### src/design/opreg_regs.svh
// offsets, field positions, reset values and counts of the operational register bank
// assumes inclusion by bare name from the package and the bank module
`ifndef OPREG_REGS_SVH
`define OPREG_REGS_SVH
// register offsets
`define OFS_INDIRECT 8'h00
`define OFS_TCC 8'h01
`define OFS_PC_LOW 8'h02
`define OFS_STATUS 8'h03
`define OFS_RSP 8'h04
`define OFS_PORT_A 8'h05
`define OFS_PORT_B 8'h06
`define OFS_PORT_C 8'h07
`define OFS_PORT_D 8'h08
// status fields
`define ST_PAGE_HI 6
`define ST_PAGE_LO 5
`define ST_TIMEOUT 4
`define ST_PWRDN 3
`define ST_ZERO 2
`define ST_AUX 1
`define ST_CARRY 0
// write masks of implemented bits
`define STATUS_WMASK 8'h67
`define PORT_A_WMASK 8'hF1
// reset values
`define STATUS_RST 8'h18
`define BYTE_RST 8'h00
`define PC_RST 12'h000
// sizes
`define PC_W 12
`define PAGE_BASE_STEP 12'h400
`define STACK_DEPTH 8
`define STACK_IDX_W 3
`endif

### src/design/opreg_pkg.sv
// types shared by the operational register bank and its core
// assumes opreg_regs.svh on the include path
`include "opreg_regs.svh"
package opreg_pkg;
   typedef enum logic [2:0] {
      PC_STEP,
      PC_JUMP,
      PC_CALL,
      PC_RETURN,
      PC_MOVE_ACC,
      PC_ADD_ACC,
      PC_HOLD
   } pc_op_t;
   // register access from the instruction logic
   typedef struct packed {
      logic rd;
      logic wr;
      logic [7:0] addr;
      logic [7:0] wdata;
   } reg_req_t;
   // flag update events from instruction logic and watchdog
   typedef struct packed {
      logic sleep_instr;
      logic wdt_clear_instr;
      logic wdt_timeout;
      logic reset_pin_wake;
      logic arith_valid;
      logic zero;
      logic aux_carry;
      logic carry;
   } flag_evt_t;
endpackage : opreg_pkg

### src/design/opreg_bank.sv
// operational register bank at data addresses 00h..08h of an 8-bit core
// assumes the instruction logic drives one request per cycle on ref_clk
// and that the general data memory sits outside, reached through the window port
`timescale 1ns/1ps
`include "opreg_regs.svh"
module opreg_bank (
   // clock and reset
   input wire logic ref_clk,
   input wire logic sys_rst,
   // register access
   input wire opreg_pkg::reg_req_t req,
   output logic [7:0] rdata,
   // indirect window to data memory
   output logic win_rd,
   output logic win_wr,
   output logic [1:0] win_bank,
   output logic [5:0] win_addr,
   output logic [7:0] win_wdata,
   input wire logic [7:0] win_rdata,
   // counter source
   input wire logic tcc_pin,
   input wire logic tcc_src_ext,
   input wire logic tcc_edge_fall,
   input wire logic instr_cycle,
   // program counter control
   input wire opreg_pkg::pc_op_t pc_op,
   input wire logic [9:0] pc_operand,
   input wire logic [7:0] acc,
   output logic [11:0] pc,
   output logic [1:0] stack_depth_used,
   // flags
   input wire opreg_pkg::flag_evt_t flag_evt,
   output logic [7:0] status,
   // ports
   input wire logic [7:0] port_a_direction,
   input wire logic [7:0] port_b_direction,
   input wire logic [7:0] port_c_direction,
   input wire logic [7:0] port_d_direction,
   input wire logic [7:0] port_a_pin_in,
   input wire logic [7:0] port_b_pin_in,
   input wire logic [7:0] port_c_pin_in,
   input wire logic [7:0] port_d_pin_in,
   output logic [7:0] port_a_out,
   output logic [7:0] port_a_oe,
   output logic [7:0] port_b_out,
   output logic [7:0] port_b_oe,
   output logic [7:0] port_c_out,
   output logic [7:0] port_c_oe,
   output logic [7:0] port_d_out,
   output logic [7:0] port_d_oe,
   output logic control_page_select
);
   // ---------------------------------------------------------------
   // storage
   // ---------------------------------------------------------------
   logic [7:0] tcc_q;
   logic [7:0] status_q;
   logic [7:0] rsp_q;
   logic [7:0] port_a_q;
   logic [7:0] port_b_q;
   logic [7:0] port_c_q;
   logic [7:0] port_d_q;
   logic [11:0] pc_q;
   logic [11:0] pc_d;
   logic [11:0] stack_q [0:`STACK_DEPTH-1];
   logic [2:0] sp_q;
   logic [2:0] tcc_sync_q;
   logic [7:0] pin_a_sync, pin_b_sync, pin_c_sync, pin_d_sync;

   logic wr_tcc, wr_pcl, wr_st, wr_rsp, wr_pa, wr_pb, wr_pc, wr_pd;
   logic tcc_tick;
   logic [1:0] page_sel;

   assign wr_tcc = req.wr && req.addr == `OFS_TCC;
   assign wr_pcl = req.wr && req.addr == `OFS_PC_LOW;
   assign wr_st = req.wr && req.addr == `OFS_STATUS;
   assign wr_rsp = req.wr && req.addr == `OFS_RSP;
   assign wr_pa = req.wr && req.addr == `OFS_PORT_A;
   assign wr_pb = req.wr && req.addr == `OFS_PORT_B;
   assign wr_pc = req.wr && req.addr == `OFS_PORT_C;
   assign wr_pd = req.wr && req.addr == `OFS_PORT_D;
   assign page_sel = {status_q[`ST_PAGE_HI], status_q[`ST_PAGE_LO]};

   // ---------------------------------------------------------------
   // indirect window
   // ---------------------------------------------------------------
   // address zero has no storage; it forwards through the pointer
   assign win_rd = req.rd && req.addr == `OFS_INDIRECT;
   assign win_wr = req.wr && req.addr == `OFS_INDIRECT;
   assign win_bank = rsp_q[7:6];
   assign win_addr = rsp_q[5:0];
   assign win_wdata = req.wdata;

   // ---------------------------------------------------------------
   // time clock counter
   // ---------------------------------------------------------------
   // pin is asynchronous; two stages, third only for the edge compare
   always_ff @(posedge ref_clk or posedge sys_rst) begin
      if (sys_rst) begin
         tcc_sync_q <= 3'h0;
      end else begin
         tcc_sync_q <= {tcc_sync_q[1:0], tcc_pin};
      end
   end

   always_comb begin
      if (tcc_src_ext) begin
         if (tcc_edge_fall) begin
            tcc_tick = tcc_sync_q[2] && !tcc_sync_q[1];
         end else begin
            tcc_tick = !tcc_sync_q[2] && tcc_sync_q[1];
         end
      end else begin
         tcc_tick = instr_cycle;
      end
   end

   // a program write takes precedence over a tick in the same cycle
   always_ff @(posedge ref_clk or posedge sys_rst) begin
      if (sys_rst) begin
         tcc_q <= `BYTE_RST;
      end else if (wr_tcc) begin
         tcc_q <= req.wdata;
      end else if (tcc_tick) begin
         tcc_q <= tcc_q + 8'h01;
      end
   end

   // ---------------------------------------------------------------
   // program counter and return stack
   // ---------------------------------------------------------------
   always_comb begin
      pc_d = pc_q;
      if (wr_pcl) begin
         // bits 8,9 kept, page bits refreshed
         pc_d = {page_sel, pc_q[9:8], req.wdata};
      end else begin
         case (pc_op)
            opreg_pkg::PC_STEP: pc_d = pc_q + 12'h001;
            opreg_pkg::PC_JUMP: pc_d = {page_sel, pc_operand};
            opreg_pkg::PC_CALL: pc_d = {page_sel, pc_operand};
            opreg_pkg::PC_RETURN: pc_d = stack_q[sp_q - 3'h1];
            opreg_pkg::PC_MOVE_ACC: pc_d = {page_sel, pc_q[9:8], acc};
            opreg_pkg::PC_ADD_ACC: pc_d = pc_q + {4'h0, acc};
            opreg_pkg::PC_HOLD: pc_d = pc_q;
            default: pc_d = pc_q;
         endcase
      end
   end

   always_ff @(posedge ref_clk or posedge sys_rst) begin
      if (sys_rst) begin
         pc_q <= `PC_RST;
      end else begin
         pc_q <= pc_d;
      end
   end

   // circular stack: overflow overwrites the oldest entry
   always_ff @(posedge ref_clk or posedge sys_rst) begin
      if (sys_rst) begin
         sp_q <= 3'h0;
         for (int i = 0; i < `STACK_DEPTH; i++) begin
            stack_q[i] <= `PC_RST;
         end
      end else if (!wr_pcl && pc_op == opreg_pkg::PC_CALL) begin
         stack_q[sp_q] <= pc_q + 12'h001;
         sp_q <= sp_q + 3'h1;
      end else if (!wr_pcl && pc_op == opreg_pkg::PC_RETURN) begin
         sp_q <= sp_q - 3'h1;
      end
   end

   assign pc = pc_q;
   assign stack_depth_used = sp_q[1:0];

   // ---------------------------------------------------------------
   // status flags
   // ---------------------------------------------------------------
   // reset covers power up and reset pin: both give timeout=1, power-down=1
   always_ff @(posedge ref_clk or posedge sys_rst) begin
      if (sys_rst) begin
         status_q <= `STATUS_RST;
      end else begin
         if (wr_st) begin
            status_q[`ST_PAGE_HI] <= req.wdata[`ST_PAGE_HI];
            status_q[`ST_PAGE_LO] <= req.wdata[`ST_PAGE_LO];
            status_q[`ST_ZERO] <= req.wdata[`ST_ZERO];
            status_q[`ST_AUX] <= req.wdata[`ST_AUX];
            status_q[`ST_CARRY] <= req.wdata[`ST_CARRY];
         end
         if (flag_evt.arith_valid) begin
            status_q[`ST_ZERO] <= flag_evt.zero;
            status_q[`ST_AUX] <= flag_evt.aux_carry;
            status_q[`ST_CARRY] <= flag_evt.carry;
         end
         // watchdog event forms the 0,x pair; wake from pin forms 1,x
         if (flag_evt.wdt_timeout) begin
            status_q[`ST_TIMEOUT] <= 1'b0;
         end else if (flag_evt.sleep_instr || flag_evt.wdt_clear_instr || flag_evt.reset_pin_wake) begin
            status_q[`ST_TIMEOUT] <= 1'b1;
         end
         if (flag_evt.wdt_clear_instr) begin
            status_q[`ST_PWRDN] <= 1'b1;
         end else if (flag_evt.sleep_instr) begin
            status_q[`ST_PWRDN] <= 1'b0;
         end
         status_q[7] <= 1'b0;
      end
   end

   assign status = status_q;

   // ---------------------------------------------------------------
   // pointer and ports
   // ---------------------------------------------------------------
   always_ff @(posedge ref_clk or posedge sys_rst) begin
      if (sys_rst) begin
         rsp_q <= `BYTE_RST;
      end else if (wr_rsp) begin
         rsp_q <= req.wdata;
      end
   end

   always_ff @(posedge ref_clk or posedge sys_rst) begin
      if (sys_rst) begin
         port_a_q <= `BYTE_RST;
         port_b_q <= `BYTE_RST;
         port_c_q <= `BYTE_RST;
         port_d_q <= `BYTE_RST;
      end else begin
         if (wr_pa) begin
            port_a_q <= req.wdata & `PORT_A_WMASK;
         end
         if (wr_pb) begin
            port_b_q <= req.wdata;
         end
         if (wr_pc) begin
            port_c_q <= req.wdata;
         end
         if (wr_pd) begin
            port_d_q <= req.wdata;
         end
      end
   end

   // pins come from outside the clock domain
   opreg_pin_sync #(
      .W(8)
   ) port_a_sync_i (
      .ref_clk(ref_clk),
      .sys_rst(sys_rst),
      .pin_in(port_a_pin_in),
      .pin_sync(pin_a_sync)
   );

   opreg_pin_sync #(
      .W(8)
   ) port_b_sync_i (
      .ref_clk(ref_clk),
      .sys_rst(sys_rst),
      .pin_in(port_b_pin_in),
      .pin_sync(pin_b_sync)
   );

   opreg_pin_sync #(
      .W(8)
   ) port_c_sync_i (
      .ref_clk(ref_clk),
      .sys_rst(sys_rst),
      .pin_in(port_c_pin_in),
      .pin_sync(pin_c_sync)
   );

   opreg_pin_sync #(
      .W(8)
   ) port_d_sync_i (
      .ref_clk(ref_clk),
      .sys_rst(sys_rst),
      .pin_in(port_d_pin_in),
      .pin_sync(pin_d_sync)
   );

   // direction bit 1 means input; only the data nibble of port A drives
   assign port_a_oe = {~port_a_direction[7:4], 4'h0};
   assign port_b_oe = ~port_b_direction;
   assign port_c_oe = ~port_c_direction;
   assign port_d_oe = ~port_d_direction;
   assign port_a_out = {port_a_q[7:4], 4'h0};
   assign port_b_out = port_b_q;
   assign port_c_out = port_c_q;
   assign port_d_out = port_d_q;
   assign control_page_select = port_a_q[0];

   // ---------------------------------------------------------------
   // read mux
   // ---------------------------------------------------------------
   // input bits read the pin, output bits read the latch; port A bits 3..1 read zero and bit 0 always reads the latch
   always_comb begin
      case (req.addr)
         `OFS_INDIRECT: rdata = win_rdata;
         `OFS_TCC: rdata = tcc_q;
         `OFS_PC_LOW: rdata = pc_q[7:0];
         `OFS_STATUS: rdata = status_q & `STATUS_WMASK | (status_q & 8'h18);
         `OFS_RSP: rdata = rsp_q;
         `OFS_PORT_A: rdata = {(port_a_direction[7:4] & pin_a_sync[7:4]) | (~port_a_direction[7:4] & port_a_q[7:4]),
                               3'h0, port_a_q[0]};
         `OFS_PORT_B: rdata = (port_b_direction & pin_b_sync) | (~port_b_direction & port_b_q);
         `OFS_PORT_C: rdata = (port_c_direction & pin_c_sync) | (~port_c_direction & port_c_q);
         `OFS_PORT_D: rdata = (port_d_direction & pin_d_sync) | (~port_d_direction & port_d_q);
         default: rdata = 8'h00;
      endcase
   end
endmodule : opreg_bank

// ---------------------------------------------------------------
// two-stage synchroniser for pins outside the clock domain
// ---------------------------------------------------------------
module opreg_pin_sync #(
   parameter int W = 8
) (
   // clock and reset
   input wire logic ref_clk,
   input wire logic sys_rst,
   // pins in, settled copy out
   input wire logic [W-1:0] pin_in,
   output logic [W-1:0] pin_sync
);
   logic [W-1:0] stage1_q;
   logic [W-1:0] stage2_q;

   // only the second stage leaves; the first may still be settling
   always_ff @(posedge ref_clk or posedge sys_rst) begin
      if (sys_rst) begin
         stage1_q <= {W{1'b0}};
         stage2_q <= {W{1'b0}};
      end else begin
         stage1_q <= pin_in;
         stage2_q <= stage1_q;
      end
   end

   assign pin_sync = stage2_q;
endmodule : opreg_pin_sync

### config.mk
export PLATFORM = sky130hd
export DESIGN_NAME = opreg_bank
export DESIGN_NICKNAME = d
export VERILOG_FILES = /design/src/design/opreg_pkg.sv /design/src/design/opreg_bank.sv
export VERILOG_INCLUDE_DIRS = /design/src /design/src/design
export SDC_FILE = /design/constraint.sdc
export NUM_CORES = 1
export LEC_CHECK = 0
export BUFFER_PORTS_ARGS = -buffer_cell sky130_fd_sc_hd__buf_2
export CAP_MARGIN = 5
export CORE_MARGIN = 1
export CORE_UTILIZATION = 49
export DETAILED_ROUTE_END_ITERATION = 10
export PLACE_DENSITY = 0.76
export REMOVE_ABC_BUFFERS = 1
export SLEW_MARGIN = 15
export SYNTH_ARGS = -nofsm -noshare
export SYNTH_HDL_FRONTEND = slang
export SYNTH_SLANG_ARGS = --single-unit
### constraint.sdc
create_clock -name ref_clk -period 7.1 [get_ports ref_clk]
set_input_delay 1.42 -clock ref_clk [delete_from_list [all_inputs] [get_ports ref_clk]]
set_output_delay 1.42 -clock ref_clk [all_outputs]
set_load 0.01 [all_outputs]
==> reports/results.txt, run 1 <==
The cell sitting at the root of the clock tree is a sky130_fd_sc_hd__clkbuf_16. sky130_fd_sc_hd__dfrtp_1 is the most common cell in the netlist. Setup repair after global routing left no endpoint under its margin. The initial utilization of the core area, before any placement, comes to 50.6%. The commonest cells after synthesis are sky130_fd_sc_hd__dfrtp_1, sky130_fd_sc_hd__nor2_1, sky130_fd_sc_hd__a21oi_1. For this design the top-level I/O count stands at 238. The die covers 0.0226 mm^2. For the residual DRC count, the log shows 0.

The flow ran to the end, and the final reports show no timing, DRC or antenna violations. After synthesis, the largest area contributor takes up 51.1% of total cell area. After clock tree synthesis, the clock-pin slew on the worst setup and hold paths is 60 ps. After synthesis, flip-flops and latches occupy 51.6% of the total area.

The tool flagged a number of max-cap violations equal to 0. Power spread over the standard cell area amounts to 345 mW/mm^2. Sort of element at the start of the critical path: an input pin. Yosys attributes the largest share of cell area to sky130_fd_sc_hd__dfrtp_1, sky130_fd_sc_hd__mux4_2, sky130_fd_sc_hd__mux2_2, sky130_fd_sc_hd__mux2i_1, sky130_fd_sc_hd__a21oi_1. The post-synthesis instance area came out at 0.0108 mm^2. Summed over all layers, the global routing overflow is 0. The accumulated negative setup slack was 0 ps. For the worst-skew pair, the clock arrives at the later sink with an insertion delay of 530 ps. During placement, the flow inserted port buffers numbering 220. In this run the critical register-to-register path is launched from sp_q[0]$_DFFE_PP0P_. For this run, the detailed router's first-pass iteration total came to 6. Kind of end point of the critical path: a primary output. The static leakage power was 6.27 nW; the highest ir drop seen on vdd was 0.185 mV. After detailed routing, the total wire length is 29.6 mm.

Of all flip-flops after synthesis, the portion carrying an async set or reset was 100%. The reg-to-reg endpoint is pc[8]$_DFFE_PP0P_. The post-route clock period utilization was 69.1%; the clock period minus final worst setup slack was 4910 ps. At the pin with the least slew margin, the transition time is 1140 ps.

The via count of the first global-routing pass was 8088; the number of vias per cell after detailed routing was 5.76. After synthesis, the mean cell area works out to 11.0 um^2. The maximum number of buffers from clock root to sink is 3. Buffers inserted during clock tree synthesis total 25. The maximum fanout encountered on the critical timing path was 8; the net count reported at finish was 1306. Data arrival time of the critical path: 3490 ps. The die is 150 um tall.

For the share of the core filled with cells in the final layout, the log shows 60.0%. The routed layout has 8414 vias. The floorplan step defined a core boundary enclosing 0.0213 mm^2. Setup violations remaining at the end of the flow were counted as 0. Once detailed placement completed, the half-perimeter wirelength came to 20.8 mm. The number of distinct library cell variants in the gate-level netlist after synthesis came out at 70. sky130_fd_sc_hd__dfrtp_1 takes more of the synthesized area than any other cell.

The number of synthesized flops with an enable pin came out at 0. The final weighted congestion in routability-driven placement came out at 0.910. The post-route netlist has 31.3% of its cells at a drive strength greater than 1. TritonCTS built the clock tree. Entering global routing, the biggest net connects 96 pins. The logs give 1 for the initial antenna violation count and 23.8% for the headroom to the max-slew limit.

Synthesis inferred 222 register bits. For the final database, setup skew stands at 15.8 ps. The path class of the tightest hold or removal check is reg2reg. The tools report the final standard cell count with taps included and fillers excluded as 1462. The logs give 45.3 mm for the first-pass GRT wire length and 3640 ps for the reg2reg setup slack. Relative to the synthesized area, the layout overhead comes to 18.4%. The smallest hold slack was 345 ps. The remaining antenna violation count after routing came out at 0.

The max-slew violation count came out at 0. The row count is 53. The logs give 0 for the number of buffers inserted by hold repair at cts and 26.5% for the overall global routing resource usage. Number of placed instances with taps included: 1416.

The clock drives 222 sinks. Once the clock tree was built, the setup fixing pass inserted 0 buffers. The run gives 0 as the number of failing hold endpoints at the final stage. The worst register-to-register path has a depth of 10. The data required time at the worst endpoint is 5680 ps, and the overall power is 4.41 mW.

The path with the worst hold slack has its endpoint at port_b_sync_i.pin_sync[1]$_DFF_PP0_. The horizontal extent of the die is 150 um, and the depth of the CTS H-tree is 1. The Yosys warning count came out at 0. Cell count after synthesis: 976.

The worst setup path is of the in2out kind. Along the worst hold path, the cell count comes to 0. Fmax: 204 MHz. The primary flip-flop cell chosen by synthesis mapping is sky130_fd_sc_hd__dfrtp_1. The average wire per standard cell is 20.3 um, and the post-CTS resize count is 0. After the first detailed-routing iteration, the DRC count stood at 510.

The startpoint identified for the worst hold timing path is port_b_sync_i.stage1_q[1]$_DFF_PP0_.
-- sequential cells by signal, indices dropped and copies added, names as in the netlist, 8 cells and up --
name	count
port_d_out	8
rsp_q	8
port_c_sync_i.stage1_q	8
port_c_out	8
port_c_sync_i.pin_sync	8
port_b_out	8
port_d_sync_i.stage1_q	8
stack_q	96
pc	12
port_b_sync_i.pin_sync	8
port_b_sync_i.stage1_q	8
tcc_q	8
port_d_sync_i.pin_sync	8
-- stage by stage --
stage / worst slack (ps) / cell area, um^2
finish: 2190 / 12800
global route: 2100 / 12800
CTS: 2200 / 12800
detailed placement: 2220 / 12000
global placement: 2290 / 12000
floorplan: -394 / 10400
-- metal layers --
metal | track usage [%] | up-vias | routed length [um]
met5 | 0 | - | 12
met3 | 3.85 | 80 | 1700
met1 | 36.9 | 4182 | 12500
met2 | 42.1 | 308 | 14400
met4 | 10.5 | 2 | 977
li1 | - | 3842 | -
-- worst max path at each step --
stage | start | to
finish | req[13] | rdata[3]
global route | req[13] | rdata[4]
global placement | req[13] | rdata[4]
CTS | req[13] | rdata[3]
detailed placement | req[13] | rdata[4]
floorplan | sys_rst | pc[0]$_DFFE_PP0P_
-- worst max-delay path, stage by stage --
cell and delay (ps):
sky130_fd_sc_hd__buf_2 100, sky130_fd_sc_hd__or4_4 570, sky130_fd_sc_hd__nor3b_4 410, sky130_fd_sc_hd__and2_1 520, sky130_fd_sc_hd__a21oi_1 160, sky130_fd_sc_hd__o211ai_1 130
sky130_fd_sc_hd__buf_2 180
-- placed cells by master, fill, tap and decap left out, drive strengths merged, types with 10 or more instances in the layout --
| master | netlist | routed |
|---|---|---|
| a21oi | 84 | 84 |
| o21ai | 72 | 72 |
| buf | 37 | 228 |
| xnor2 | 10 | 10 |
| clkbuf | 34 | 35 |
| mux4 | 30 | 30 |
| ha | 12 | 12 |
| nand3 | 15 | 15 |
| mux2i | 43 | 43 |
| dfrtp | 220 | 220 |
| nand2 | 83 | 83 |
| xor2 | 15 | 15 |
| o22ai | 10 | 10 |
| mux2 | 54 | 54 |
| inv | 41 | 43 |
| nor3 | 11 | 11 |
| nor2 | 88 | 88 |
| and3 | 12 | 12 |
-- area by class of cell --
| cell class | count | area (um^2) |
|---|---|---|
| timing repair buffer | 228 | 1160 |
| antenna | 1 | 2.50 |
| sequential | 222 | 5560 |
| fill | 1817 | 8520 |
| clock inverter | 10 | 90.1 |
| clock buffer | 35 | 693 |
| multi-input combinational | 650 | 4750 |
| inverter | 41 | 161 |
| tap | 275 | 344 |
-- kinds of logic (layout without fill, tap and decap cells) --
kind of cell	count (synthesis)	after routing	share of synthesized area [%]
simple gates	248	248	11.0
compound gates	228	228	12.6
flops	222	222	51.6
mux	127	127	16.2
buf+inv	112	314	5.02
xor+xnor	25	25	2.03
fa+ha+maj	13	13	1.58
other cells	1	10	0.0348
-- power by group --
| part | internal [mW] | switching, mW | total, mW |
|---|---|---|---|
| clock network | 0.720 | 0.518 | 1.24 |
| registers | 1.59 | 0.242 | 1.83 |
| logic | 0.636 | 0.699 | 1.33 |
| total | 2.95 | 1.46 | 4.41 |
(Power assumes the default switching activity.)
==> run 2, diff against run 1 <==
CORE_UTILIZATION = 54   (was 49)
PLACE_DENSITY = 0.79   (was 0.76)
clock period = 4.68 ns   (was 7.1 ns; I/O delays follow)
==> run 2 against run 1 <==
Net effect:
- count of clock-buffer cells in the layout did not move
- worst hold slack gained 2.2 ps
- combinational power rose by 57%
- core utilization increased by 6.1 points
- cell count is the same
- via count rose by 2.5%
- critical path type unchanged
- critical endpoint is now rdata[2]
- largest cell class unchanged
==> reports/results.txt, run 2 (same netlist as run 1, synthesis figures left out) <==
The number of port buffers was 220 (unchanged); the ratio of cells with drive above 1 in the final layout was 31.9% (was 31.3%). The average wire per standard cell is 21.2 um (was 20.3 um), and the relative contribution of combinational cells to total power is 30.2% (was 30.3%). Sort of element at the start of the critical path: an input pin (unchanged). The maximum fanout encountered on the critical timing path was 8 (unchanged); the static leakage power was 6.36 nW (was 6.27 nW). The number of buffers created by CTS was 24 (was 25). The depth of the CTS H-tree was 1 (unchanged). The horizontal extent of the die is 143 um (was 150 um), and the final global-route overflow total is 0 (unchanged). The run gives 1.01 (was 0.910) as the final weighted congestion in routability-driven placement.

The tools report the startpoint of the tightest hold check path as port_d_sync_i.stage1_q[1]$_DFF_PP0_ (was port_b_sync_i.stage1_q[1]$_DFF_PP0_). The via count of the first global-routing pass was 8378 (was 8088); the number of vias per cell after detailed routing was 5.90 (was 5.76). The final wirelength is 31.0 mm (was 29.6 mm). The path type of the worst setup path is in2out (unchanged). TritonCTS built the clock tree. For the maximum number of buffers from clock root to sink, the log shows 3 (unchanged). The actual transition at the worst max-transition pin is 991 ps (was 1140 ps). The vertical die dimension is 143 um (was 150 um), and the max-slew violation count is 0 (unchanged).

The net count reported at finish is 1316 (was 1306), and the area of the placeable core is 0.0195 mm^2 (was 0.0213 mm^2). The tools report the cell chosen for the clock root as sky130_fd_sc_hd__clkbuf_16 (unchanged). The share of total power in sequential cells came out at 40.4% (was 41.6%). The type of the worst min-delay path is reg2reg (unchanged). The clock network latency to the later pin of the worst-skew pair came out at 520 ps (was 530 ps). The run gives 743 ps (was 2190 ps) as the post-route worst setup slack.

The row count was 51 (was 53). Max-cap violation count: 0 (unchanged). The internal power is 4.66 mW (was 2.95 mW), and the clock transition at the register clock pins on the worst setup and hold paths after CTS is 60 ps (about the same).

The share of the core filled with cells in the final layout is 66.1% (was 60.0%), and the headroom to the max-slew limit is 33.9% (was 23.8%). The post-route clock skew was 19.0 ps (was 15.8 ps). Leading cell types in the layout, fill and taps excluded: sky130_fd_sc_hd__buf_2, sky130_fd_sc_hd__dfrtp_1, sky130_fd_sc_hd__nor2_1 (unchanged). The number of failing hold endpoints at the final stage is 0 (unchanged). Setup repair after global routing left no endpoint under its margin.

The post-place setup slack came out at 828 ps (was 2220 ps). The run gives 5 (was 6) as the count of TritonRoute iterations in the first routing pass. The switching power is 2.27 mW (was 1.46 mW).

The tools report the first-pass GRT wire length as 46.4 mm (was 45.3 mm). The overall power was 6.93 mW (was 4.41 mW); the post-route clock period utilization was 84.1%. The logs give 0 (unchanged) for the remaining antenna violation count after routing and 0 (unchanged) for the number of buffers inserted by post-CTS setup repair.

Most common cell after layout, fill and taps aside: sky130_fd_sc_hd__buf_2 (unchanged). The total die area was 0.0205 mm^2 (was 0.0226 mm^2); the synthesis-to-finish area growth was 19.8% (was 18.4%). The tools report the starting density of the core as 55.2% (was 50.6%).

The post-CTS resize count is 0 (unchanged), and the maximum number of pins on one net before global-route repair is 144 (was 96). The flip-flop count of the largest register after layout came out at 96 (unchanged). The register ranked first by flip-flop count is stack_q (unchanged).

The kind of end point of the critical path is a primary output (unchanged). The clock period minus final worst setup slack came out at 3940 ps. Derived from the worst setup path, the maximum achievable clock frequency is 254 MHz.

The switching share of total power is 32.8% (was 33.1%). The run gives 347 ps (was 345 ps) as the smallest hold slack. The run finished with clean final reports. The run gives 238 (unchanged) as the count of boundary I/O pins. The tools report the final count of negative-setup-slack endpoints as 0 (unchanged).

Initial antenna violation count: 1 (unchanged). The via count of the routed design is 8625 (was 8414), and the power density of the placed cells is 537 mW/mm^2 (was 345 mW/mm^2). The tools report the data required time at the worst endpoint as 3740 ps (was 5680 ps).

The tools report the sink count of the clock tree as 222 (unchanged). The logs give 0.336 mV (was 0.185 mV) for the highest ir drop seen on vdd and 29.4% (was 28.1%) for the portion of total power attributed to the clock network. For the HPWL after detailed placement, the log shows 21.3 mm (was 20.8 mm).

The residual DRC count was 0 (unchanged); the number of buffers inserted by hold repair at cts was 0 (unchanged). For the count of routing violations after the opening detailed-route iteration, the log shows 616 (was 510). Launching element of the worst setup path: req[13] (unchanged). The tools report the data arrival time of the critical path as 3000 ps (was 3490 ps).

The tools report the launch point of the worst reg-to-reg path as sp_q[1]$_DFFE_PP0P_ (was sp_q[0]$_DFFE_PP0P_). Accumulated negative setup slack: 0 ps (unchanged). Overall global routing resource usage: 30.2% (was 26.5%).
## run 2: cell count changes in the layout (fill, tap and decap cells not counted), sizes merged
cell / change
buf: +11
bufinv: +3
clkinv: -1
clkinvlp: -1
inv: -2
## run 2: final timing paths
kind	cells past startpoint	to	slack, ps
worst max-delay path	7	rdata[2]	740
worst min-delay path	0	port_d_sync_i.pin_sync[1]$_DFF_PP0_	350
worst max register to register	8	pc[2]$_DFFE_PP0P_	1670
worst min register to register	0	port_d_sync_i.pin_sync[1]$_DFF_PP0_	350
max in group asynchronous	3	port_d_out[1]$_DFFE_PP0P_	3050
min in group asynchronous	2	pc[8]$_DFFE_PP0P_	610
## run 2: cell type report
| class | count | area [um^2] |
|---|---|---|
| Antenna cell | 1 | 2.50 |
| Fill cell | 1493 | 6620 |
| Inverter | 41 | 161 |
| Timing Repair Buffer | 239 | 1260 |
| Tap cell | 265 | 332 |
| Multi-Input combinational cell | 650 | 4740 |
| Clock inverter | 9 | 151 |
| Sequential cell | 222 | 5560 |
| Clock buffer | 35 | 703 |
## run 2: power by group through the flow
stage / Combinational [mW] / Sequential (mW) / Clock [mW]
after global placement: 1.99 / 2.78 / 0
final: 2.09 / 2.80 / 2.04
after CTS: 2.09 / 2.79 / 2.05
after floorplan: 1.38 / 2.76 / 0
after global routing: 2.29 / 2.85 / 2.11
after detailed placement: 2.06 / 2.81 / 0
## run 2: per-layer routing
| metal | vias to the layer above | global-route usage, % | share of wire (%) |
|---|---|---|---|
| li1 | 3852 | - | - |
| met5 | - | 0 | 0 |
| met1 | 4281 | 40.5 | 40 |
| met4 | 0 | 12.0 | 4.0 |
| met2 | 406 | 48.8 | 48 |
| met3 | 86 | 5.57 | 7.7 |
## run 2: through the flow
stage                     instance area [um^2]  instances
after floorplan                          10400        913
after global placement                   12100       1417
after detailed placement                 12100       1417
after CTS                                12900       1461
after global routing                     12900       1462
final                                    12900       1462
## run 2: worst max-delay path: stages
cell	delay, ps
sky130_fd_sc_hd__buf_2	110
sky130_fd_sc_hd__or4_4	570
sky130_fd_sc_hd__nor3b_4	360
sky130_fd_sc_hd__and2_1	520
sky130_fd_sc_hd__a21oi_1	170
sky130_fd_sc_hd__o211ai_1	150
sky130_fd_sc_hd__buf_2	180
